## src/eps_pkg.sv

```systemverilog
// Package with constants and types for the PROM word program sequencer.
// What this block does
// - Drive write data; return read data when enabled
// - Separate read and program start inputs
// - Check address range first; abort on error
// - Valid read asserts data enable, then completes
// - No high voltage aborts a program with hardware error
// - Program begins by raising read/program select
// - Then raise address-invert select
// - 110 us later raise gate-supply pulse
// - 72 us later lower address invert
// - 72 us later raise program-supply pulse
// - Hold 2.8 ms, then lower program pulse
// - 21 us later lower gate-supply pulse
// - 21 us later lower read/program select
// - Rest 12.5 ms between program cycles
// - Compare after each cycle; fail after 49
// - After success on N, 4N+5 more cycles
// - Address error when top four bits nonzero
package eps_pkg;

   // ****************************************************************
   // Timing constants
   // ****************************************************************
   localparam int CLK_HZ        = 20_000_000;
   localparam int T_INV_GATE_NS = 110_000;
   localparam int T_GATE_ADR_NS = 72_000;
   localparam int T_ADR_PROG_NS = 72_000;
   localparam int T_PULSE_NS    = 2_800_000;
   localparam int T_END_GATE_NS = 21_000;
   localparam int T_GATE_SEL_NS = 21_000;
   localparam int T_REST_NS     = 12_500_000;
   localparam int NS_PER_CLK    = 1_000_000_000 / CLK_HZ;

   // Approximate delays, whole cycles.
   localparam int C_INV_GATE = T_INV_GATE_NS / NS_PER_CLK;
   localparam int C_GATE_ADR = T_GATE_ADR_NS / NS_PER_CLK;
   localparam int C_ADR_PROG = T_ADR_PROG_NS / NS_PER_CLK;
   localparam int C_PULSE    = T_PULSE_NS / NS_PER_CLK;
   localparam int C_END_GATE = T_END_GATE_NS / NS_PER_CLK;
   localparam int C_GATE_SEL = T_GATE_SEL_NS / NS_PER_CLK;
   localparam int C_REST     = T_REST_NS / NS_PER_CLK;

   // ****************************************************************
   // Counts and field layout
   // ****************************************************************
   localparam int MAX_ATTEMPTS = 49;
   localparam int ADDR_W       = 12;
   localparam int WORD_ADDR_W  = 8;
   localparam int DATA_W       = 8;
   localparam int CNT_W        = 20;
   localparam int TRY_W        = 8;

   // ****************************************************************
   // Types
   // ****************************************************************
   typedef enum logic [2:0] {
      EPS_ST_NONE,
      EPS_ST_OK,
      EPS_ST_ADDR_ERR,
      EPS_ST_HW_ERR,
      EPS_ST_PROG_FAIL
   } eps_status_t;

   typedef enum {
      EPS_IDLE,
      EPS_READ,
      EPS_SEL,
      EPS_INV,
      EPS_GATE,
      EPS_TRUE_ADR,
      EPS_PULSE,
      EPS_END_PULSE,
      EPS_END_GATE,
      EPS_REST,
      EPS_CHECK
   } eps_fsm_t;

   typedef struct packed {
      logic read_program_select;
      logic address_invert;
      logic gate_supply_pulse;
      logic program_supply_pulse;
      logic data_enable;
   } eps_ctrl_t;

   localparam eps_ctrl_t CTRL_RESET = '0;

   localparam logic [TRY_W-1:0] TRY_RESET = 8'h00;
   localparam logic [CNT_W-1:0] CNT_RESET = 20'h00000;

endpackage

```

## src/eps_sequencer.sv

```systemverilog
// PROM word read and program sequencer for one 256-word PROM.
`timescale 1ns/1ps

module eps_sequencer
   import eps_pkg::*;
#(
   parameter int DLY_INV_GATE = C_INV_GATE,
   parameter int DLY_GATE_ADR = C_GATE_ADR,
   parameter int DLY_ADR_PROG = C_ADR_PROG,
   parameter int DLY_PULSE    = C_PULSE,
   parameter int DLY_END_GATE = C_END_GATE,
   parameter int DLY_GATE_SEL = C_GATE_SEL,
   parameter int DLY_REST     = C_REST
)
(
   input  wire logic                   sys_clk,
   input  wire logic                   srst,
   input  wire logic                   read_start,
   input  wire logic                   program_start,
   input  wire logic [ADDR_W-1:0]      prom_addr,
   input  wire logic [DATA_W-1:0]      write_data,
   input  wire logic                   high_voltage_present,
   input  wire logic                   compare_match,
   input  wire logic [DATA_W-1:0]      prom_data_in,
   output logic      [DATA_W-1:0]      prom_data_out,
   output logic                        prom_data_oe,
   output logic      [WORD_ADDR_W-1:0] prom_addr_out,
   output logic      [DATA_W-1:0]      prom_read_bus_n,
   output eps_ctrl_t                   ctrl,
   output logic                        busy,
   output logic                        done,
   output eps_status_t                 status
);

   // ****************************************************************
   // State
   // ****************************************************************
   typedef struct packed {
      eps_fsm_t                fsm;
      eps_ctrl_t               ctrl;
      logic [CNT_W-1:0]        cnt;
      logic [TRY_W-1:0]        tries;
      logic [TRY_W-1:0]        extra;
      logic                    verified;
      logic [2:0]              hv_sync;
      logic                    hv;
      logic [WORD_ADDR_W-1:0]  addr_out;
      logic [DATA_W-1:0]       data_out;
      logic [DATA_W-1:0]       rd_out;
      logic                    done;
      eps_status_t             status;
   } eps_state_t;

   eps_state_t state_reg;
   eps_state_t state_next;

   logic addr_err;

   // Address range check on the top four address bits.
   assign addr_err = |prom_addr[ADDR_W-1:WORD_ADDR_W];

   // Converts a delay in cycles to a counter preload.
   function automatic logic [CNT_W-1:0] preload(input int cycles);
      int c;
      c = (cycles < 1) ? 1 : cycles;
      return CNT_W'(c - 1);
   endfunction

   // Next-state logic for the sequencer.
   always_comb
   begin
      state_next      = state_reg;
      state_next.done = 1'b0;
      // High-voltage flag filtered through three stages.
      state_next.hv_sync = {state_reg.hv_sync[1:0], high_voltage_present};
      if (state_reg.hv_sync[2] == state_reg.hv_sync[1])
      begin
         state_next.hv = state_reg.hv_sync[2];
      end
      // Address is complemented while invert is high.
      state_next.addr_out = state_reg.ctrl.address_invert ?
         ~prom_addr[WORD_ADDR_W-1:0] : prom_addr[WORD_ADDR_W-1:0];
      // Write data goes out inverted in program mode.
      state_next.data_out = ~write_data;
      // Read data returned only with data enable asserted.
      state_next.rd_out = state_reg.ctrl.data_enable ?
         ~prom_data_in : 8'hff;
      if (state_reg.cnt != CNT_RESET)
      begin
         state_next.cnt = state_reg.cnt - 1'b1;
      end
      unique case (state_reg.fsm)
         EPS_IDLE:
         begin
            // Separate entry points for read and program.
            if (read_start || program_start)
            begin
               // A new request ends the previous read's data enable.
               state_next.ctrl.data_enable = 1'b0;
               state_next.tries    = TRY_RESET;
               state_next.extra    = TRY_RESET;
               state_next.verified = 1'b0;
               state_next.status   = EPS_ST_NONE;
               if (addr_err)
               begin
                  state_next.status = EPS_ST_ADDR_ERR;
                  state_next.done   = 1'b1;
               end
               else if (read_start)
               begin
                  state_next.ctrl.data_enable = 1'b1;
                  state_next.fsm = EPS_READ;
               end
               else if (!state_reg.hv)
               begin
                  state_next.status = EPS_ST_HW_ERR;
                  state_next.done   = 1'b1;
               end
               else
               begin
                  state_next.fsm = EPS_SEL;
               end
            end
         end
         EPS_READ:
         begin
            // Data enable stays on until the next request.
            state_next.status = EPS_ST_OK;
            state_next.done   = 1'b1;
            state_next.fsm    = EPS_IDLE;
         end
         EPS_SEL:
         begin
            state_next.ctrl.read_program_select = 1'b1;
            state_next.fsm = EPS_INV;
         end
         EPS_INV:
         begin
            state_next.ctrl.address_invert = 1'b1;
            state_next.cnt = preload(DLY_INV_GATE);
            state_next.fsm = EPS_GATE;
         end
         EPS_GATE:
         begin
            if (state_reg.cnt == CNT_RESET)
            begin
               state_next.ctrl.gate_supply_pulse = 1'b1;
               state_next.cnt = preload(DLY_GATE_ADR);
               state_next.fsm = EPS_TRUE_ADR;
            end
         end
         EPS_TRUE_ADR:
         begin
            if (state_reg.cnt == CNT_RESET)
            begin
               state_next.ctrl.address_invert = 1'b0;
               state_next.cnt = preload(DLY_ADR_PROG);
               state_next.fsm = EPS_PULSE;
            end
         end
         EPS_PULSE:
         begin
            if (state_reg.cnt == CNT_RESET)
            begin
               state_next.ctrl.program_supply_pulse = 1'b1;
               state_next.cnt = preload(DLY_PULSE);
               state_next.fsm = EPS_END_PULSE;
            end
         end
         EPS_END_PULSE:
         begin
            // Outputs held for the whole pulse.
            if (state_reg.cnt == CNT_RESET)
            begin
               state_next.ctrl.program_supply_pulse = 1'b0;
               state_next.cnt = preload(DLY_END_GATE);
               state_next.fsm = EPS_END_GATE;
            end
         end
         EPS_END_GATE:
         begin
            if (state_reg.cnt == CNT_RESET)
            begin
               state_next.ctrl.gate_supply_pulse = 1'b0;
               state_next.cnt = preload(DLY_GATE_SEL);
               state_next.fsm = EPS_REST;
            end
         end
         EPS_REST:
         begin
            if (state_reg.cnt == CNT_RESET)
            begin
               state_next.ctrl.read_program_select = 1'b0;
               state_next.cnt = preload(DLY_REST);
               state_next.fsm = EPS_CHECK;
            end
         end
         EPS_CHECK:
         begin
            // Read-after-write compare after the rest period.
            if (state_reg.cnt == CNT_RESET)
            begin
               state_next.fsm = EPS_SEL;
               if (state_reg.verified)
               begin
                  if (state_reg.extra == 8'h01)
                  begin
                     state_next.status = EPS_ST_OK;
                     state_next.done   = 1'b1;
                     state_next.fsm    = EPS_IDLE;
                  end
                  state_next.extra = state_reg.extra - 1'b1;
               end
               else if (compare_match)
               begin
                  state_next.verified = 1'b1;
                  // 4N+5 with N = tries + 1.
                  state_next.extra = TRY_W'({state_reg.tries, 2'b00})
                     + 8'h09;
               end
               else if (state_reg.tries == TRY_W'(MAX_ATTEMPTS - 1))
               begin
                  state_next.status = EPS_ST_PROG_FAIL;
                  state_next.done   = 1'b1;
                  state_next.fsm    = EPS_IDLE;
               end
               else
               begin
                  state_next.tries = state_reg.tries + 1'b1;
               end
            end
         end
      endcase
   end

   // State register.
   always_ff @(posedge sys_clk)
   begin
      if (srst)
      begin
         state_reg          <= '0;
         state_reg.fsm      <= EPS_IDLE;
         state_reg.ctrl     <= CTRL_RESET;
         state_reg.rd_out   <= 8'hff;
         state_reg.status   <= EPS_ST_NONE;
      end
      else
      begin
         state_reg <= state_next;
      end
   end

   // Outputs.
   assign prom_data_out   = state_reg.data_out;
   assign prom_data_oe    = state_reg.ctrl.read_program_select;
   assign prom_addr_out   = state_reg.addr_out;
   assign prom_read_bus_n = state_reg.rd_out;
   assign ctrl            = state_reg.ctrl;
   assign busy            = (state_reg.fsm != EPS_IDLE);
   assign done            = state_reg.done;
   assign status          = state_reg.status;

endmodule

```

## config.mk

```make
export PLATFORM = sky130hd
export DESIGN_NAME = eps_sequencer
export DESIGN_NICKNAME = d
export VERILOG_FILES = /design/src/eps_pkg.sv /design/src/eps_sequencer.sv
export SDC_FILE = /design/constraint.sdc
export NUM_CORES = 1
export LEC_CHECK = 0
export BUFFER_PORTS_ARGS = -buffer_cell sky130_fd_sc_hd__buf_2
export CAP_MARGIN = 20
export CORE_AREA = 2 2 79 96
export CTS_CLUSTER_SIZE = 24
export DETAILED_ROUTE_END_ITERATION = 8
export DIE_AREA = 0 0 81 98
export MAX_ROUTING_LAYER = met4
export PLACE_DENSITY = 0.95
export SKIP_CTS_REPAIR_TIMING = 1
export SYNTH_ARGS = -nofsm -noshare
export SYNTH_HDL_FRONTEND = slang
export SYNTH_SLANG_ARGS = --single-unit
```

## constraint.sdc

```tcl
create_clock -name sys_clk -period 6.9 [get_ports sys_clk]
set_input_delay 0.345 -clock sys_clk [delete_from_list [all_inputs] [get_ports sys_clk]]
set_output_delay 0.345 -clock sys_clk [all_outputs]
set_load 0.02 [all_outputs]
```

; After elaboration in Yosys (flattened, before gate mapping)
; Cells that the tools add are included.
[word_totals]
ff_bits = 106
latchBits = 0
ramBits = 0
mem_bits_ro = 0
in_bits = 34
out_inout_bits = 35
elab_cells = 130
n_memories = 0
[classes]
add_sub_neg = 4
multipliers = 0
div_mod_pow = 0
n_lt_le_gt_ge = 0
eq_ne = 30
shift = 0
n_mux = 50
bitwise = 4
reduce_logical = 25
[ops]
columns = operator, n
row1 = $mux 32, 12
row2 = $pmux 32 s11, 1
row3 = $eq 32x3->1 const B, 4
row4 = $mux 20, 5
row5 = $pmux 20 s5, 1
row6 = $eq 32x4->1 const B, 3
row7 = $eq 32x2->1 const B, 2
row8 = $mux 8, 5
row9 = $mux 4, 9
row10 = $mux 17, 2
row11 = $pmux 17 s2, 1
row12 = $mux 33, 1
row13 = $eq 32x1->1 const B, 1
row14 = $logic_not 32->1, 1
row15 = $reduce_bool 32->1, 1
row16 = $ne 2x2->1 const B, 12
row17 = $not 8->8, 3
row18 = $logic_not 20->1, 1
row19 = $reduce_bool 20->1, 1
row20 = $sub 20x1->20 const B, 1
row21 = $ne 3x3->1 const B, 5
row22 = $pmux 4 s3, 1
row23 = $reduce_and 6->1, 2
row24 = $reduce_and 10->1, 1
row25 = other kinds (19), 37

; Logic depth before layout (Yosys ltp)
; Gate-level depths: netlist of the first run.
[logic_depth]
depth_word = 6
depth_mapped = 12
ltp_nobuf = 10

; Least setup slack after synthesis of the first run
; No wires, ideal clock.
[synth_timing]
path_type = flip-flop to flip-flop
start = register state_reg[49] (netlist name)
end = register state_reg[49] (netlist name)
setup_time_ps = 132
t_arrival_ps = 2389
required_time_ps = 6768
setup_slack_ps = 4379
stages_incl_launch_ff = 12
n_path_buf = 2
period_less_slack_ps = 2521
cell_sequence = dfxtp_1 > inv_1 > ha_1 > or4b_4 > or3_4 > nor2_8 > inv_2 > buf_2 > clkbuf_1 > ha_1 > o21ai_0 > a21oi_1
[synth_via]
elab_chain_len = 4
word_cells_on_any_way = 9
classes_between = add/sub (1) / mux (6) / reduce/logical (2)
[synth_rtl]
columns = element, line_no
row1 = from (decl), eps_sequencer.sv:54  ; eps_state_t state_reg;
row2 = from (signal assigned), eps_sequencer.sv:249  ; state_reg <= state_next;
row3 = $sub 20x1->20 or $reduce_bool 20->1 (tied branches), "eps_sequencer.sv:90, eps_sequencer.sv:88"
row4 = $mux 20, eps_sequencer.sv:88  ; if (state_reg.cnt != CNT_RESET)
row5 = "$mux 20, on equally long branches", n/a
row6 = $pmux 20 s5 *, eps_sequencer.sv:92  ; unique case (state_reg.fsm)
; Mark *: on every way between the ends. The rest lies on a longest branch, timed or not.
; A chain may end at the register's enable or synchronous reset.

; Final worst setup path of the first run
[layout_timing]
start = register state_reg[53] (netlist name)
end = register state_reg (netlist bit done)
[layout_via]
elab_chain_len = 3
[layout_rtl]
columns = element, line_no
row1 = $logic_not 20->1, eps_sequencer.sv:201  ; if (state_reg.cnt == CNT_RESET)
row2 = $mux 4, eps_sequencer.sv:201
row3 = $pmux 4 s3, eps_sequencer.sv:92
; Every way passes these cells. The select of a mux whose other input is x is not followed.

==> run_results.csv, run 1 <==
group,metric,value,unit
outcome,status,"completed",
pwr,comb_power_share,39.7,%
final_layout,syn2layout_area_growth,6.94,%
sta,max_freq,331,MHz
global_route,busiest_layer,"met2",
placed_design,place_hpwl,7.09,mm
yosys,async_flop_share,0,%
sta,hold_violations,0,
global_route,met3_usage,5.27,%
routing,dr.pass1.iters,5,
die,boundaryPins,69,
placed_design,pre_cts_slack,3.94,ns
global_route,grt_pass1_vias,3548,
yosys,ys_seq_area_share,37.8,%
sta,setup_ws,3.88,ns
sta,maxSlewViolCount,0,
critical_path,cp_cell_sequence,"nor4_2 > nand3_1 > nor2_8 > inv_2 > or4b_4 > a2111oi_2",
yosys,yosysTopAreaCell,"dfxtp_1",
clock_tree,cts_root_buf,"clkbuf_8",
pwr,swShare,41.0,%
routing,post-route-drc-count,0,
global_route,grt_pass1_wl,16.4,mm
routing,vias,3715,
critical_path,max_stage_delay,0.56,ns
critical_path,worstSetupEndpointType,"flop",
sta,post-route-min-period,3.02,ns
die,die_area,7940,µm²
yosys,synth_cells,494,
pwr,intPower,0.864,mW
final_layout,fin_nets,555,
global_route,antenna_found_initial,0,
pwr,switching_power,0.600,mW
critical_path,worst_path_max_delay_cell,"or4b_4",
yosys,synth_area_leaders,"dfxtp_1 38%, buf_4 5.8%, xnor2_1 4.9%, a21oi_1 4.1%, nor2_1 3.6%",
critical_path,cp.arrival,3.27,ns
pwr,p_seq_share,39.0,%
clock_tree,htreeDepth,3,
pwr,ir_worst_vdd,0.242,mV
yosys,ys_ff_latch,78,
pwr,pwr-share-clk,21.2,%
yosys,synth_warnings,0,
die,die_x,81,µm
routing,wl,9.94,mm
die,rows,34,
final_layout,num_antenna_cells,0,
clock_tree,numCtsBuffers,9,
global_route,grt_util_met2,45.2,%
global_route,grt_max_degree,51,
yosys,synth_most_common_cell,"dfxtp_1",
min_path,hold_path_depth,2,
critical_path,path_class,"flop to flop",
final_layout,largest_reg_flops,43,
pwr,finalPower,1.46,mW
yosys,syn_area,4130,µm²
sta,slew_headroom,34.7,%
global_route,overflow,0,
yosys,yosysTopAreaCellShare,37.8,%
sta,finClkSkew,0.0139,ns
yosys,synth_flop_cell,"dfxtp_1",
global_route,use_met1,30.1,%
final_layout,drive_gt1_share,19.5,%
flow_run,drv_cap,0,
routing,drtIter0Drc,397,
clock_tree,clk_pin_slew,0.09,ns
clock_tree,insertion_delay,0.36,ns
placed_design,place.gp.congestion,0.910,
critical_path,cp-start-kind,"flop",
global_route,grtUsageTotal,26.6,%
clock_tree,clockBufferDepth,2,
die,die_h,98,µm
routing,viasPerCell,6.11,
routing,wl_per_cell,16.3,µm
sta,rsz0062_at_grt,"no",
yosys,avgSynthCellArea,8.36,µm²
critical_path,crit_fanout,20,
yosys,synth_edf_count,0,
yosys,synth_nets,536,
critical_path,r2r_cells,6,
routing,antenna_left,0,
sta,worst_slew_pin_slew,0.979,ns
yosys,synth_cell_types,63,
sta,final.setup.tns,0,ns
yosys,synthTopCellsByCount,"78 x dfxtp_1, 40 x nor2_1, 34 x a21oi_1",
clock_tree,cts_sinks,78,
final_layout,nFillCells,596,
sta,timing.hold.ws,0.129,ns
sta,timing.final.crit_share,43.8,%
placed_design,portBuffers,68,
pwr,p_leak,1.71,nW
die,initial_core_util,58.5,%
sta,setup_violations,0,
critical_path,worst_ep_required_time,7.15,ns
die,coreArea,7060,µm²
pwr,cellPowerDensity,331,nW/µm²
clock_tree,cts_tree,"built",
min_path,min-delay-path-class,"input pin to flop",
routing by layer:
layer / up-vias / routed length (µm)
met4: 0 / 246
met5: - / 0
met3: 27 / 590
li1: 1799 / -
met2: 155 / 5170
met1: 1734 / 3930
critical path: cells and delay by family, from the launching register on:
kind	cells	cell delay (ns)
DFF	1	0.39
AOI/OAI and AO/OA	1	0.34
and+or+nand+nor	4	1.98
buffers and inverters	1	0.22
power groups by stage:
stage | registers (mW) | clock network, mW | logic [mW]
6_report | 0.571 | 0.311 | 0.581
5_1_grt | 0.580 | 0.332 | 0.642
4_1_cts | 0.570 | 0.312 | 0.575
3_5_place_dp | 0.580 | 0 | 0.570
3_3_place_gp | 0.575 | 0 | 0.555
2_1_floorplan | 0.561 | 0 | 0.480
final timing paths:
kind                             startpoint                          end  slack [ns]
hold reg to reg   state_next[30]$_SDFF_PP0_    state_next[31]$_SDFF_PP0_        0.46
setup reg to reg   state_reg[53]$_SDFF_PP0_              done$_SDFF_PP0_        3.88
hold / removal                write_data[5]  prom_data_out[5]$_SDFF_PP0_        0.13
setup / recovery   state_reg[53]$_SDFF_PP0_              done$_SDFF_PP0_        3.88
per-stage QoR:
| stage | utilization [%] | cells | cell area (µm²) |
|---|---|---|---|
| 2_1_floorplan | - | 494 | 4130 |
| 3_3_place_gp | 60.1 | 592 | 4240 |
| 3_5_place_dp | 60.1 | 592 | 4240 |
| 4_1_cts | 62.5 | 608 | 4420 |
| 5_1_grt | 62.5 | 608 | 4420 |
| 6_report | 62.5 | 608 | 4420 |
area by class of cell:
cell class                 count  area, µm²  area share [%]
sequential                    78       1560            35.4
clock inverter                 6       45.0            1.02
timing repair buffer          70        355            8.05
inverter                      17       63.8            1.45
clock buffer                  10        128            2.89
tap                           90        113            2.55
multi-input combinational    337       2150            48.7
logic make-up after synthesis:
logic type	after synthesis	synth area share [%]
fa+ha+maj	8	2.42
mux	2	0.485
compound gates	124	19.7
flops	78	37.8
xor+xnor	26	5.52
simple gates	177	23.9
buf+inv	79	10.1
cell usage in the layout, fill, tap and decap left out, types with 3 or more instances in the layout:
| cell | n |
|---|---|
| dfxtp_1 | 78 |
| buf_2 | 68 |
| nor2_1 | 40 |
| a21oi_1 | 34 |
| nand2_1 | 32 |
| xnor2_1 | 23 |
| o21ai_0 | 22 |
| nor3_1 | 19 |
| nor4_1 | 16 |
| inv_1 | 16 |
| a31oi_1 | 11 |
| or4_1 | 11 |
| or3_1 | 11 |
| nand3_1 | 10 |
| clkbuf_8 | 9 |
| ha_1 | 8 |
| o22ai_1 | 7 |
| nor2b_1 | 7 |
| a22o_1 | 7 |
| o31ai_1 | 5 |
| or2_2 | 4 |
| nand4_1 | 4 |
| a211oi_1 | 4 |
| nand2b_1 | 4 |
| a21o_1 | 4 |
| nor3b_1 | 3 |
| and3_1 | 3 |
| a2111oi_0 | 3 |
| xor2_1 | 3 |
Power figures use the tool's default switching activity.
==> run 2, diff against run 1 <==
CORE_AREA = 2 2 82 100   (was 2 2 79 96)
DIE_AREA = 0 0 84 102   (was 0 0 81 98)
PLACE_DENSITY = 0.89   (was 0.95)
clock period = 3.05 ns   (was 6.9 ns; I/O delays follow)
==> run 2 against run 1 <==
Compared with the run above:
- clock skew is 0.0014 ns higher
- largest cell class unchanged
- sequential power rose by 130%
- sequential share of layout area is 1.8 points lower
- setup slack lost 3.4 ns
- final cell count grew 4.6%
- core utilization decreased by 1.1 points
- die area increased by 7.9%
- first-iteration DRC count decreased by 18%
- clock power is 130% higher
- combinational power up 140%
==> run_results.csv, run 2 (synthesis results as in run 1) <==
group,metric,value,unit
final_layout,nFillCells,641,
die,rows,35,
global_route,grt_max_degree,50,
global_route,grt_util_met2,44.8,%
routing,drtIter0Drc,326,
sta,timing.hold.ws,0.00127,ns
critical_path,crit_fanout,5,
clock_tree,clk_pin_slew,0.09,ns
global_route,met3_usage,5.74,%
min_path,min-delay-path-class,"input pin to flop",
pwr,cellPowerDensity,730,nW/µm²
routing,wl_per_cell,16.3,µm
final_layout,fin_nets,581,
sta,setup_violations,0,
global_route,grt_pass1_wl,16.6,mm
die,coreArea,7580,µm²
final_layout,multiInputGateArea,2150,µm²
pwr,p_leak,1.83,nW
clock_tree,cts_root_buf,"clkbuf_8",
final_layout,final_common_cell,"dfxtp_1",
global_route,use_met1,25.8,%
sta,hold_violations,0,
final_layout,regArea,1560,µm²
critical_path,cp.arrival,2.85,ns
sta,slew_headroom,42.1,%
sta,worst_slew_pin_slew,0.869,ns
critical_path,path_class,"flop to flop",
final_layout,mostFrequentLayoutCells,"78 x dfxtp_1, 68 x buf_2, 40 x nor2_1, 34 x a21oi_1, 32 x nand2_1",
die,die_area,8570,µm²
pwr,finalPower,3.40,mW
routing,antenna_left,0,
sta,post-route-min-period,2.59,ns
placed_design,pre_cts_slack,0.473,ns
clock_tree,htreeDepth,3,
global_route,busiest_layer,"met2",
sta,maxSlewViolCount,0,
global_route,grt_pass1_vias,3667,
placed_design,portBuffers,68,
sta,timing.final.crit_share,84.8,%
sta,max_freq,387,MHz
global_route,overflow,0,
placed_design,place.gp.congestion,0.937,
clock_tree,insertion_delay,0.37,ns
final_layout,num_antenna_cells,0,
critical_path,worst_ep_required_time,3.31,ns
pwr,intPower,2.03,mW
final_layout,drive_gt1_share,20.6,%
global_route,antenna_found_initial,0,
sta,finClkSkew,0.0153,ns
routing,viasPerCell,6.11,
clock_tree,cts_sinks,78,
pwr,switching_power,1.37,mW
clock_tree,cts_tree,"built",
pwr,comb_power_share,41.0,%
sta,rsz0062_at_grt,"no",
die,boundaryPins,69,
die,initial_core_util,54.5,%
sta,setup_ws,0.465,ns
die,die_h,102,µm
final_layout,syn2layout_area_growth,12.8,%
sta,final.setup.tns,0,ns
clock_tree,numCtsBuffers,9,
pwr,pwr-share-clk,21.1,%
routing,vias,3889,
pwr,swShare,40.4,%
pwr,ir_worst_vdd,0.472,mV
global_route,grtUsageTotal,24.7,%
routing,wl,10.4,mm
outcome,status,"completed",
critical_path,worstSetupEndpointType,"flop",
routing,dr.pass1.iters,7,
flow_run,drv_cap,0,
die,die_x,84,µm
pwr,p_seq_share,37.9,%
final_layout,largest_reg_flops,43,
clock_tree,clockBufferDepth,2,
placed_design,place_hpwl,7.20,mm
routing,post-route-drc-count,0,
critical_path,cp-start-kind,"flop",
run 2: cell count changes in the layout (fill, tap and decap cells not counted), sizes merged:
cell,delta
dlygate4sd3,+16
buf,+10
clkinv,-2
inv,+2
clkbuf,-1
clkinvlp,+1
run 2: metrics by stage:
step                      cells  cell area [µm²]  util [%]
after CTS                   620             4500      59.4
after floorplan             494             4130         -
after global routing        636             4660      61.5
after detailed placement    604             4320      57.0
final                       636             4660      61.5
after global placement      604             4320      57.0
run 2: routing by layer:
layer  share of wire (%)  vias up
li1                    -     1849
met1                  39     1816
met2                  52      172
met3                 5.7       52
met4                 3.4        0
met5                   0        -
run 2: critical path, stage by stage, from the launching register on:
cell and delay [ns]:
dfxtp_1 0.33, inv_1 0.08, ha_1 0.14, or4b_4 0.48, or3_4 0.44, nor2_8 0.10
inv_2 0.04, or4b_4 0.51, a2111oi_2 0.36
run 2: power groups by stage:
stage | clock network, mW | logic, mW | registers, mW
4_1_cts | 0.725 | 1.36 | 1.28
2_1_floorplan | 0 | 1.09 | 1.27
3_5_place_dp | 0 | 1.35 | 1.30
6_report | 0.716 | 1.39 | 1.29
5_1_grt | 0.778 | 1.53 | 1.31
3_3_place_gp | 0 | 1.31 | 1.30
run 2: worst paths after layout:
check,from,end,slack (ns),cells after the start
hold / removal,high_voltage_present,state_next[30]$_SDFF_PP0_,0.001,2
setup reg to reg,state_reg[49]$_SDFF_PP0_,done$_SDFF_PP0_,0.46,8
setup / recovery,state_reg[49]$_SDFF_PP0_,done$_SDFF_PP0_,0.46,8
hold reg to reg,state_next[30]$_SDFF_PP0_,state_next[31]$_SDFF_PP0_,0.45,1
run 2: final cells by class:
type | count | area share (%)
clock buffer | 9 | 2.66
tap | 92 | 2.47
clock inverter | 7 | 1.13
multi-input combinational | 337 | 46.2
sequential | 78 | 33.5
timing repair buffer | 96 | 12.7
inverter | 17 | 1.37
